<file path="config.mk">
export PLATFORM = sky130hd
export DESIGN_NAME = tsf_top
export DESIGN_NICKNAME = d
export VERILOG_FILES = /design/src/tsf_pkg.sv /design/src/tsf_chan.sv /design/src/tsf_irq.sv /design/src/tsf_top.sv
export SDC_FILE = /design/constraint.sdc
export NUM_CORES = 1
export LEC_CHECK = 0
export BUFFER_PORTS_ARGS = -buffer_cell sky130_fd_sc_hd__buf_2
export CAP_MARGIN = 30
export CORE_ASPECT_RATIO = 1.75
export CORE_MARGIN = 2
export CORE_UTILIZATION = 59
export DETAILED_ROUTE_END_ITERATION = 7
export MAX_ROUTING_LAYER = met4
export PLACE_DENSITY = 0.85
export SETUP_SLACK_MARGIN = 0.2
export SLEW_MARGIN = 20
export SYNTH_ARGS = -nofsm -noshare
export SYNTH_HDL_FRONTEND = slang
export SYNTH_HIERARCHICAL = 1
export SYNTH_SLANG_ARGS = --single-unit
</file>
<file path="constraint.sdc">
create_clock -name core_clk -period 4.1 [get_ports core_clk]
set_input_delay 0.205 -clock core_clk [delete_from_list [all_inputs] [get_ports core_clk]]
set_output_delay 0.205 -clock core_clk [all_outputs]
set_load 0.02 [all_outputs]
</file>
<file path="src/tsf_pkg.sv">
package tsf_pkg;

  // ****************************************************************
  // register map
  // ****************************************************************
  localparam int          ADDR_W       = 8;
  localparam int          DATA_W       = 32;
  localparam int          NCH          = 4;
  localparam int          STAT_W       = 13;
  localparam logic [7:0]  OFS_CTRL     = 8'h00;
  localparam logic [7:0]  OFS_CHMODE   = 8'h04;
  localparam logic [7:0]  OFS_SLAVE    = 8'h08;
  localparam logic [7:0]  OFS_STATUS   = 8'h10;
  localparam logic [7:0]  OFS_EGEN     = 8'h14;
  localparam logic [7:0]  OFS_IRQ_STAT = 8'h20;
  localparam logic [7:0]  OFS_IRQ_MASK = 8'h24;

  // ****************************************************************
  // field positions and reset values
  // ****************************************************************
  localparam int          UPD_BIT      = 0;
  localparam int          CC_LSB       = 1;
  localparam int          COM_BIT      = 5;
  localparam int          TRIG_BIT     = 6;
  localparam int          BRK_BIT      = 7;
  localparam int          RSV_BIT      = 8;
  localparam int          OVR_LSB      = 9;
  localparam int          CNT_EN_BIT   = 0;
  localparam int          UPD_DIS_BIT  = 1;
  localparam int          UPD_SRC_BIT  = 2;
  localparam int          ALIGN_LSB    = 5;
  localparam int          UPD_GEN_BIT  = 0;
  localparam int          SLV_W        = 3;
  localparam logic [31:0] CTRL_RST     = 32'h0000_0000;
  localparam logic [2:0]  SLV_DISABLED = 3'h0;
  localparam logic [2:0]  SLV_GATED    = 3'h5;

  typedef enum logic [1:0] {
    ALIGN_EDGE = 2'b00,
    ALIGN_DOWN = 2'b01,
    ALIGN_UP   = 2'b10,
    ALIGN_BOTH = 2'b11
  } tsf_align_t;

  typedef struct packed {
    logic [ADDR_W-1:0] addr;
    logic [DATA_W-1:0] wdata;
    logic              wr;
    logic              rd;
  } tsf_bus_req_t;

  typedef struct packed {
    logic [NCH-1:0] cap;
    logic [NCH-1:0] cmp;
    logic [NCH-1:0] ccr_rd;
    logic           trig_edge;
    logic           trig_reinit;
    logic           com;
    logic           ovf;
    logic           rep_zero;
    logic           break_act;
    logic           count_down;
  } tsf_events_t;

  // set beats clear so an event in the clearing cycle survives
  function automatic logic tsf_sticky(input logic q, input logic set, input logic clr);
    tsf_sticky = set | (q & ~clr);
  endfunction

endpackage

</file>
<file path="src/tsf_chan.sv">
`timescale 1ns/10ps
module tsf_chan
  import tsf_pkg::*;
(
  input  wire logic core_clk,
  input  wire logic rst_n,
  input  wire logic input_mode,
  input  wire logic cap,
  input  wire logic cmp_hit,
  input  wire logic ccr_rd,
  input  wire logic en_rise,
  input  wire logic sw_clr_evt,
  input  wire logic sw_clr_ovr,
  output logic      evt_set,
  output logic      ovr_set,
  output logic      evt_flag_r,
  output logic      ovr_flag_r
);

  logic evt_clr;

  assign evt_set = (input_mode ? cap : cmp_hit) | en_rise;
  assign evt_clr = sw_clr_evt | (input_mode & ccr_rd);
  assign ovr_set = input_mode & cap & evt_flag_r;

  always_ff @(posedge core_clk or negedge rst_n)
  begin
    if (!rst_n)
      evt_flag_r <= 1'b0;
    else
      evt_flag_r <= tsf_sticky(evt_flag_r, evt_set, evt_clr);
  end

  always_ff @(posedge core_clk or negedge rst_n)
  begin
    if (!rst_n)
      ovr_flag_r <= 1'b0;
    else
      ovr_flag_r <= tsf_sticky(ovr_flag_r, ovr_set, sw_clr_ovr);
  end

  a_ovr_input_only: assert property (@(posedge core_clk) disable iff (!rst_n)
    $rose(ovr_flag_r) |-> $past(input_mode) && $past(cap) && $past(evt_flag_r))
    else $error("overcapture set without a pending capture in input mode");

  a_ovr_clear_holds: assert property (@(posedge core_clk) disable iff (!rst_n)
    sw_clr_ovr && !ovr_set ##1 !ovr_set |=> !ovr_flag_r)
    else $error("overcapture flag came back without a new overcapture");

  a_ccr_read_clr: assert property (@(posedge core_clk) disable iff (!rst_n)
    input_mode && ccr_rd && !cap && !en_rise |=> !evt_flag_r)
    else $error("capture register read did not clear the channel flag");

endmodule

</file>
<file path="src/tsf_irq.sv">
`timescale 1ns/10ps
module tsf_irq
  import tsf_pkg::*;
#(
  parameter int W = STAT_W
)
(
  input  wire logic         core_clk,
  input  wire logic         rst_n,
  input  wire logic [W-1:0] evt,
  input  wire logic         rd_clr,
  input  wire logic         mask_wr,
  input  wire logic [W-1:0] mask_wdata,
  output logic      [W-1:0] stat_r,
  output logic      [W-1:0] mask_r,
  output logic              irq_r
);

  logic [W-1:0] stat_nxt;
  logic [W-1:0] mask_nxt;

  // a read clears, but an event in that cycle stays latched
  assign stat_nxt = evt | (stat_r & ~{W{rd_clr}});
  assign mask_nxt = mask_wr ? mask_wdata : mask_r;

  always_ff @(posedge core_clk or negedge rst_n)
  begin
    if (!rst_n)
      stat_r <= '0;
    else
      stat_r <= stat_nxt;
  end

  always_ff @(posedge core_clk or negedge rst_n)
  begin
    if (!rst_n)
      mask_r <= '0;
    else
      mask_r <= mask_nxt;
  end

  always_ff @(posedge core_clk or negedge rst_n)
  begin
    if (!rst_n)
      irq_r <= 1'b0;
    else
      irq_r <= |(stat_nxt & mask_nxt);
  end

  a_irq_level: assert property (@(posedge core_clk) disable iff (!rst_n)
    ##1 (irq_r == |(stat_r & mask_r)))
    else $error("interrupt output does not follow masked status");

endmodule

</file>
<file path="src/tsf_top.sv">
// Decided for this implementation: the register offsets and strobed register access.
`timescale 1ns/10ps
module tsf_top
  import tsf_pkg::*;
(
  input  wire logic         core_clk,
  input  wire logic         rst_n,
  input  wire tsf_bus_req_t bus_req,
  input  wire tsf_events_t  tmr_evt,
  output logic [DATA_W-1:0] rdata,
  output logic              irq,
  output logic              cnt_reinit,
  output logic              update_event,
  output logic              counter_enable,
  output logic [NCH-1:0]    chan_input_mode
);

  // ****************************************************************
  // register decode
  // ****************************************************************
  logic              wr_ctrl;
  logic              wr_chmode;
  logic              wr_slave;
  logic              wr_status;
  logic              wr_egen;
  logic              wr_mask;
  logic              rd_irq_stat;
  logic              upd_gen;
  logic [DATA_W-1:0] ctrl_r;
  logic [NCH-1:0]    chmode_r;
  logic [SLV_W-1:0]  slave_r;
  logic              cnt_en_prev_r;
  logic              cnt_en_rise;
  logic              upd_dis;
  logic              upd_src;
  tsf_align_t        align_sel;

  assign wr_ctrl     = bus_req.wr && (bus_req.addr == OFS_CTRL);
  assign wr_chmode   = bus_req.wr && (bus_req.addr == OFS_CHMODE);
  assign wr_slave    = bus_req.wr && (bus_req.addr == OFS_SLAVE);
  assign wr_status   = bus_req.wr && (bus_req.addr == OFS_STATUS);
  assign wr_egen     = bus_req.wr && (bus_req.addr == OFS_EGEN);
  assign wr_mask     = bus_req.wr && (bus_req.addr == OFS_IRQ_MASK);
  assign rd_irq_stat = bus_req.rd && (bus_req.addr == OFS_IRQ_STAT);
  assign upd_gen     = wr_egen && bus_req.wdata[UPD_GEN_BIT];
  assign upd_dis     = ctrl_r[UPD_DIS_BIT];
  assign upd_src     = ctrl_r[UPD_SRC_BIT];
  assign align_sel   = tsf_align_t'(ctrl_r[ALIGN_LSB+1:ALIGN_LSB]);
  assign cnt_en_rise = ctrl_r[CNT_EN_BIT] && !cnt_en_prev_r;

  always_ff @(posedge core_clk or negedge rst_n)
  begin
    if (!rst_n)
      ctrl_r <= CTRL_RST;
    else if (wr_ctrl)
      ctrl_r <= bus_req.wdata;
  end

  always_ff @(posedge core_clk or negedge rst_n)
  begin
    if (!rst_n)
      chmode_r <= '0;
    else if (wr_chmode)
      chmode_r <= bus_req.wdata[NCH-1:0];
  end

  always_ff @(posedge core_clk or negedge rst_n)
  begin
    if (!rst_n)
      slave_r <= SLV_DISABLED;
    else if (wr_slave)
      slave_r <= bus_req.wdata[SLV_W-1:0];
  end

  always_ff @(posedge core_clk or negedge rst_n)
  begin
    if (!rst_n)
      cnt_en_prev_r <= 1'b0;
    else
      cnt_en_prev_r <= ctrl_r[CNT_EN_BIT];
  end

  // ****************************************************************
  // compare qualification
  // ****************************************************************
  function automatic logic cmp_qual(input tsf_align_t sel, input logic down);
    unique case (sel)
      ALIGN_EDGE: cmp_qual = 1'b1;
      ALIGN_DOWN: cmp_qual = down;
      ALIGN_UP:   cmp_qual = ~down;
      ALIGN_BOTH: cmp_qual = 1'b1;
    endcase
  endfunction

  logic cmp_ok;

  assign cmp_ok = cmp_qual(align_sel, tmr_evt.count_down);

  // ****************************************************************
  // channel flags
  // ****************************************************************
  logic [NCH-1:0] evt_set;
  logic [NCH-1:0] ovr_set;
  logic [NCH-1:0] evt_flag;
  logic [NCH-1:0] ovr_flag;

  // zero written clears, a one leaves the flag alone
  genvar ch;
  generate
    for (ch = 0; ch < NCH; ch++)
    begin : g_chan
      tsf_chan u_chan (
        .core_clk   (core_clk),
        .rst_n      (rst_n),
        .input_mode (chmode_r[ch]),
        .cap        (tmr_evt.cap[ch]),
        .cmp_hit    (tmr_evt.cmp[ch] && cmp_ok),
        .ccr_rd     (tmr_evt.ccr_rd[ch]),
        .en_rise    (cnt_en_rise),
        .sw_clr_evt (wr_status && !bus_req.wdata[CC_LSB+ch]),
        .sw_clr_ovr (wr_status && !bus_req.wdata[OVR_LSB+ch]),
        .evt_set    (evt_set[ch]),
        .ovr_set    (ovr_set[ch]),
        .evt_flag_r (evt_flag[ch]),
        .ovr_flag_r (ovr_flag[ch])
      );
    end
  endgenerate

  // ****************************************************************
  // break, trigger, commutation and update flags
  // ****************************************************************
  logic brk_r;
  logic trig_r;
  logic com_r;
  logic upd_r;
  logic brk_clr;
  logic trig_set;
  logic upd_set;
  logic upd_evt;
  logic clr_upd;

  assign brk_clr  = wr_status && !bus_req.wdata[BRK_BIT] && !tmr_evt.break_act;
  assign trig_set = tmr_evt.trig_edge && (slave_r != SLV_DISABLED)
                    && (slave_r != SLV_GATED);
  assign upd_set  = (!upd_dis && tmr_evt.ovf && tmr_evt.rep_zero)
                    || (!upd_dis && !upd_src && (upd_gen || tmr_evt.trig_reinit));
  assign upd_evt  = !upd_dis && ((tmr_evt.ovf && tmr_evt.rep_zero) || upd_gen
                    || tmr_evt.trig_reinit);
  assign clr_upd  = wr_status && !bus_req.wdata[UPD_BIT];

  always_ff @(posedge core_clk or negedge rst_n)
  begin
    if (!rst_n)
      brk_r <= 1'b0;
    else
      brk_r <= tsf_sticky(brk_r, tmr_evt.break_act, brk_clr);
  end

  always_ff @(posedge core_clk or negedge rst_n)
  begin
    if (!rst_n)
      trig_r <= 1'b0;
    else
      trig_r <= tsf_sticky(trig_r, trig_set, wr_status && !bus_req.wdata[TRIG_BIT]);
  end

  always_ff @(posedge core_clk or negedge rst_n)
  begin
    if (!rst_n)
      com_r <= 1'b0;
    else
      com_r <= tsf_sticky(com_r, tmr_evt.com, wr_status && !bus_req.wdata[COM_BIT]);
  end

  always_ff @(posedge core_clk or negedge rst_n)
  begin
    if (!rst_n)
      upd_r <= 1'b0;
    else
      upd_r <= tsf_sticky(upd_r, upd_set, clr_upd);
  end

  // update pulses go out even when the flag is held back by source select
  always_ff @(posedge core_clk or negedge rst_n)
  begin
    if (!rst_n)
    begin
      cnt_reinit   <= 1'b0;
      update_event <= 1'b0;
    end
    else
    begin
      cnt_reinit   <= upd_gen;
      update_event <= upd_evt;
    end
  end

  assign counter_enable  = ctrl_r[CNT_EN_BIT];
  assign chan_input_mode = chmode_r;

  // ****************************************************************
  // status assembly, interrupt and read-back
  // ****************************************************************
  logic [STAT_W-1:0] status;
  logic [STAT_W-1:0] status_set;
  logic [STAT_W-1:0] irq_stat;
  logic [STAT_W-1:0] irq_mask;
  logic [DATA_W-1:0] rdata_nxt;

  assign status     = {ovr_flag, 1'b0, brk_r, trig_r, com_r, evt_flag, upd_r};
  assign status_set = {ovr_set, 1'b0, tmr_evt.break_act && !brk_r, trig_set,
                       tmr_evt.com, evt_set, upd_set};

  tsf_irq #(.W(STAT_W)) u_irq (
    .core_clk   (core_clk),
    .rst_n      (rst_n),
    .evt        (status_set),
    .rd_clr     (rd_irq_stat),
    .mask_wr    (wr_mask),
    .mask_wdata (bus_req.wdata[STAT_W-1:0]),
    .stat_r     (irq_stat),
    .mask_r     (irq_mask),
    .irq_r      (irq)
  );

  always_comb
  begin
    rdata_nxt = '0;
    unique case (bus_req.addr)
      OFS_CTRL:     rdata_nxt = ctrl_r;
      OFS_CHMODE:   rdata_nxt[NCH-1:0] = chmode_r;
      OFS_SLAVE:    rdata_nxt[SLV_W-1:0] = slave_r;
      OFS_STATUS:   rdata_nxt[STAT_W-1:0] = status;
      OFS_IRQ_STAT: rdata_nxt[STAT_W-1:0] = irq_stat;
      OFS_IRQ_MASK: rdata_nxt[STAT_W-1:0] = irq_mask;
      default:      rdata_nxt = '0;
    endcase
  end

  // unmapped and write-only offsets read zero
  always_ff @(posedge core_clk or negedge rst_n)
  begin
    if (!rst_n)
      rdata <= '0;
    else if (bus_req.rd)
      rdata <= rdata_nxt;
    else
      rdata <= '0;
  end

  // ****************************************************************
  // checks
  // ****************************************************************
  a_rsv_reads_zero: assert property (@(posedge core_clk) disable iff (!rst_n)
    bus_req.rd && bus_req.addr == OFS_STATUS |=> rdata[RSV_BIT] == 1'b0)
    else $error("reserved status bit read as one");

  a_brk_held_set: assert property (@(posedge core_clk) disable iff (!rst_n)
    tmr_evt.break_act |=> brk_r)
    else $error("break flag low while break input active");

  a_trig_gated: assert property (@(posedge core_clk) disable iff (!rst_n)
    !trig_r && tmr_evt.trig_edge && slave_r == SLV_GATED |=> !trig_r)
    else $error("trigger flag set in gated slave mode");

  a_com_set: assert property (@(posedge core_clk) disable iff (!rst_n)
    tmr_evt.com |=> com_r)
    else $error("commutation event did not set its flag");

  a_cmp_set: assert property (@(posedge core_clk) disable iff (!rst_n)
    !chmode_r[0] && tmr_evt.cmp[0] && cmp_ok |=> evt_flag[0])
    else $error("compare match did not set channel one flag");

  a_enable_sets_cc: assert property (@(posedge core_clk) disable iff (!rst_n)
    $rose(ctrl_r[CNT_EN_BIT]) |=> evt_flag == {NCH{1'b1}})
    else $error("counter enable did not set channel flags");

  a_upd_ovf: assert property (@(posedge core_clk) disable iff (!rst_n)
    !upd_dis && tmr_evt.ovf && tmr_evt.rep_zero |=> upd_r ##0 update_event)
    else $error("overflow update missing");

  a_upd_src_hold: assert property (@(posedge core_clk) disable iff (!rst_n)
    !upd_r && (upd_src || upd_dis) && (upd_gen || tmr_evt.trig_reinit)
    && !(tmr_evt.ovf && tmr_evt.rep_zero) |=> !upd_r)
    else $error("update flag set by reinit with source select on");

  a_gen_reinit: assert property (@(posedge core_clk) disable iff (!rst_n)
    upd_gen |=> cnt_reinit ##1 !cnt_reinit || $past(upd_gen))
    else $error("update generate did not give one reinit pulse");

  a_one_keeps: assert property (@(posedge core_clk) disable iff (!rst_n)
    $fell(upd_r) |-> $past(clr_upd) && !$past(upd_set))
    else $error("update flag dropped without a zero write");

endmodule
</file>
==> results_dict.tcl <==
set metrics [dict create \
    status "finished, final reports clean" \
    drc 0 \
    synth.area.top_cells "dfrtp_1 57%, mux2_4 10%, mux2_2 3.8%" \
    grt_pass1_wl_mm 18.61 \
    fin_crit_sh_pct 69.99 \
    clock-sinks 113 \
    final_common_cell "dfrtp_1" \
    synth-main-ff-cell "dfrtp_1" \
    htreeDepth 4 \
    drt_iter0_drc 248 \
    hold_class "in2reg" \
    ys_seq_area_share_pct 56.84 \
    startpoint "ctrl_r[5]$_DFFE_PN0P_" \
    timing.final.crit_period_ps 2870 \
    setup_viol 0 \
    crit_arrival_ps 3160 \
    rsz0062_at_grt "false" \
    initial_utilization_pct 60.24 \
    holdPathStages 2 \
    grt_use_total_pct 28.55 \
    p_leak_nw 3.223 \
    r2r_start "ctrl_r[5]$_DFFE_PN0P_" \
    gp_congestion 0.9149 \
    num_io_pins 103 \
    grt_pass1_vias 3473 \
    die_x_um 73.42 \
    synth-async-reset-ratio_pct 100.0 \
    synth-warning-count 6 \
    hpwlAfterDp_mm 7.833 \
    io_buffers 102 \
    swShare_pct 20.92 \
    grt_overflow 0 \
    clock_latency_ps 410 \
    maxCapViolations 0 \
    wire_per_inst_um 19.91 \
    drt_wl_total_mm 11.69 \
    avgSynthCellArea_sq_um 13.48 \
    vias_per_cell 5.833 \
    fmax_mhz 348.5 \
    tns_ps 0 \
    antenna_found_initial 0 \
    design.core.area_sq_um 8258 \
    vdd_drop_max_uv 415.2 \
    slew_headroom_pct 47.09 \
    syn2layout_area_growth_pct 25.35 \
    synth_area_sq_um 4975 \
    required_ps 4390 \
    internal_power_mw 2.469 \
    p_switching_mw 0.6531 \
    yosys.area.top_type "dfrtp_1" \
    dpl_cell_area_sq_um 5548 \
    final-hold-violation-count 0 \
    n_antenna_cell 0 \
    end_kind "flip-flop" \
    worstMarginPinSlew_ps 790.3 \
    drv_slew 0 \
    ys_ff_latch 113 \
    r2r_slack_ps 1230 \
    cp-start-kind "flip-flop" \
    clk_pin_slew_ps 50 \
    root_buffer "clkbuf_16" \
    most-common-layout-cells "113 x dfrtp_1, 101 x buf_2, 33 x mux2_4" \
    synth_cell_types 47 \
    dr.pass1.iters 5 \
    nets 547 \
    post_cts.repair.setup_buffers 0 \
    dp.cells 553 \
    p_comb_share_pct 7.7 \
    clk_path_buf_depth 2 \
    rr_worst_depth 11 \
    fp-row-count 44 \
    critPathKind "reg2reg" \
    path_max_fanout 4 \
    cts_tree "yes" \
    final_layout_size_suffix_gt1_share_pct 38.99 \
    synth_edf_count 0 \
    route.vias.total 3424 \
    die_y_um 125.5 \
    fin_skew_ps 5.812 \
    hold_path.startpoint "tmr_evt[4]" \
    die_area_sq_um 9212 \
    synth_top_area_share_pct 56.84 \
    grt_max_degree 51 \
    ant_nets 0 \
    fin_area_sq_um 6236 \
    syn_inst 369 \
    final_cells 587 \
    p_per_area_nw_per_um2 500.7 \
    syn_nets 434 \
    clkPwrFrac_pct 52.9 \
    total_power_mw 3.122 \
    seqPwrFrac_pct 39.4 \
    cts_made_buffers 17 \
]
[power groups by stage]
stage	combinational, mW	clock [mW]	sequential [mW]
2_1_floorplan	0.127	0	1.24
3_3_place_gp	0.225	0	1.24
6_report	0.239	1.65	1.23
3_5_place_dp	0.234	0	1.25
5_1_grt	0.262	1.73	1.24
4_1_cts	0.242	1.67	1.23
[state kept, by name, indices dropped and copies added (netlist names)]
register	flops
brk_r	1
chan_input_mode	4
cnt_en_prev_r	1
cnt_reinit	1
com_r	1
ctrl_r	32
g_chan.u_chan/evt_flag_r	4
g_chan.u_chan/ovr_flag_r	4
rdata	32
slave_r	3
trig_r	1
u_irq/irq_r	1
u_irq/mask_r	13
u_irq/stat_r	13
upd_r	1
update_event	1
[kinds of logic (layout without fill, tap and decap cells)]
| group | count (synthesis) | count (layout) | share of synthesized area, % |
|---|---|---|---|
| XOR/XNOR | 1 | 1 | 0.1761 |
| adder cells (fa/ha/maj) | 2 | 2 | 0.5029 |
| AND/OR/NAND/NOR | 96 | 96 | 12.17 |
| flip-flops | 113 | 113 | 56.84 |
| buffers and inverters | 27 | 153 | 2.942 |
| other | 1 | 1 | 0.07538 |
| AO/OA/AOI/OAI | 72 | 72 | 12.02 |
| multiplexers | 57 | 57 | 15.27 |
[layer usage]
| layer | share of wire (%) | vias up | track usage, % |
|---|---|---|---|
| met4 | 3.5 | 0 | 14.44 |
| met2 | 54 | 140 | 46.10 |
| met1 | 37 | 1691 | 32.60 |
| met3 | 5.6 | 28 | 6.527 |
| met5 | 0 | - | - |
| li1 | - | 1565 | - |
[worst max-delay path, cell delays in order, from the launching register on]
cell and delay (ps):
dfrtp_1 390, inv_1 70, ha_1 300, a211oi_1 210
a21o_1 260, nor2_1 70, nor2b_1 140, or3_1 330
a21o_1 190, a22o_1 220, a221o_1 250, or3_1 330
[metrics by stage]
stage	util (%)	worst slack, ps	hold WS [ps]
5_1_grt	75.52	1105	23.09
3_3_place_gp	66.94	1083	408.6
4_1_cts	75.52	1209	9.934
6_report	75.52	1230	31.91
3_5_place_dp	67.18	943.2	259.2
2_1_floorplan	-	1599	-90.59
[repair_timing]
item	4_1_cts	5_1_grt
resized for setup	0	0
endpoints found under the hold margin	49	0
hold buffers	2	0
[synth_stat cells, drive strengths merged, types with 2 or more instances]
cell,count
mux2i,5
o2bb2ai,11
nand3,5
buf,12
a32oi,3
a22oi,4
nand2,9
a21o,19
o21ai,4
nor2,16
mux2,52
or3,6
nand2b,4
nor4,2
and4,2
a21oi,3
a221o,2
nor3,2
nor4b,3
a222oi,8
inv,13
clkbuf,2
and2,27
a22o,5
dfrtp,113
a211oi,2
and3,7
a2111o,4
a21boi,3
ha,2
nor2b,13
[final timing paths]
path / to
worst min-delay path: com_r$_DFF_PN0_
worst min register to register: cnt_en_prev_r$_DFF_PN0_
worst max-delay path: u_irq/irq_r$_DFF_PN0_
min in group asynchronous: rdata[20]$_DFF_PN0_
worst max register to register: u_irq/irq_r$_DFF_PN0_
max in group asynchronous: rdata[15]$_DFF_PN0_
[cell type report]
type / count / area [sq um]
flip-flops and latches: 113 / 2828
fillers: 540 / 2022
multi-input cells: 229 / 2001
repair buffers: 108 / 575.6
clock buffers: 21 / 460.4
clock inverters: 11 / 207.7
well taps: 92 / 115.1
inverters: 13 / 48.80
(Power assumes the default switching activity.)
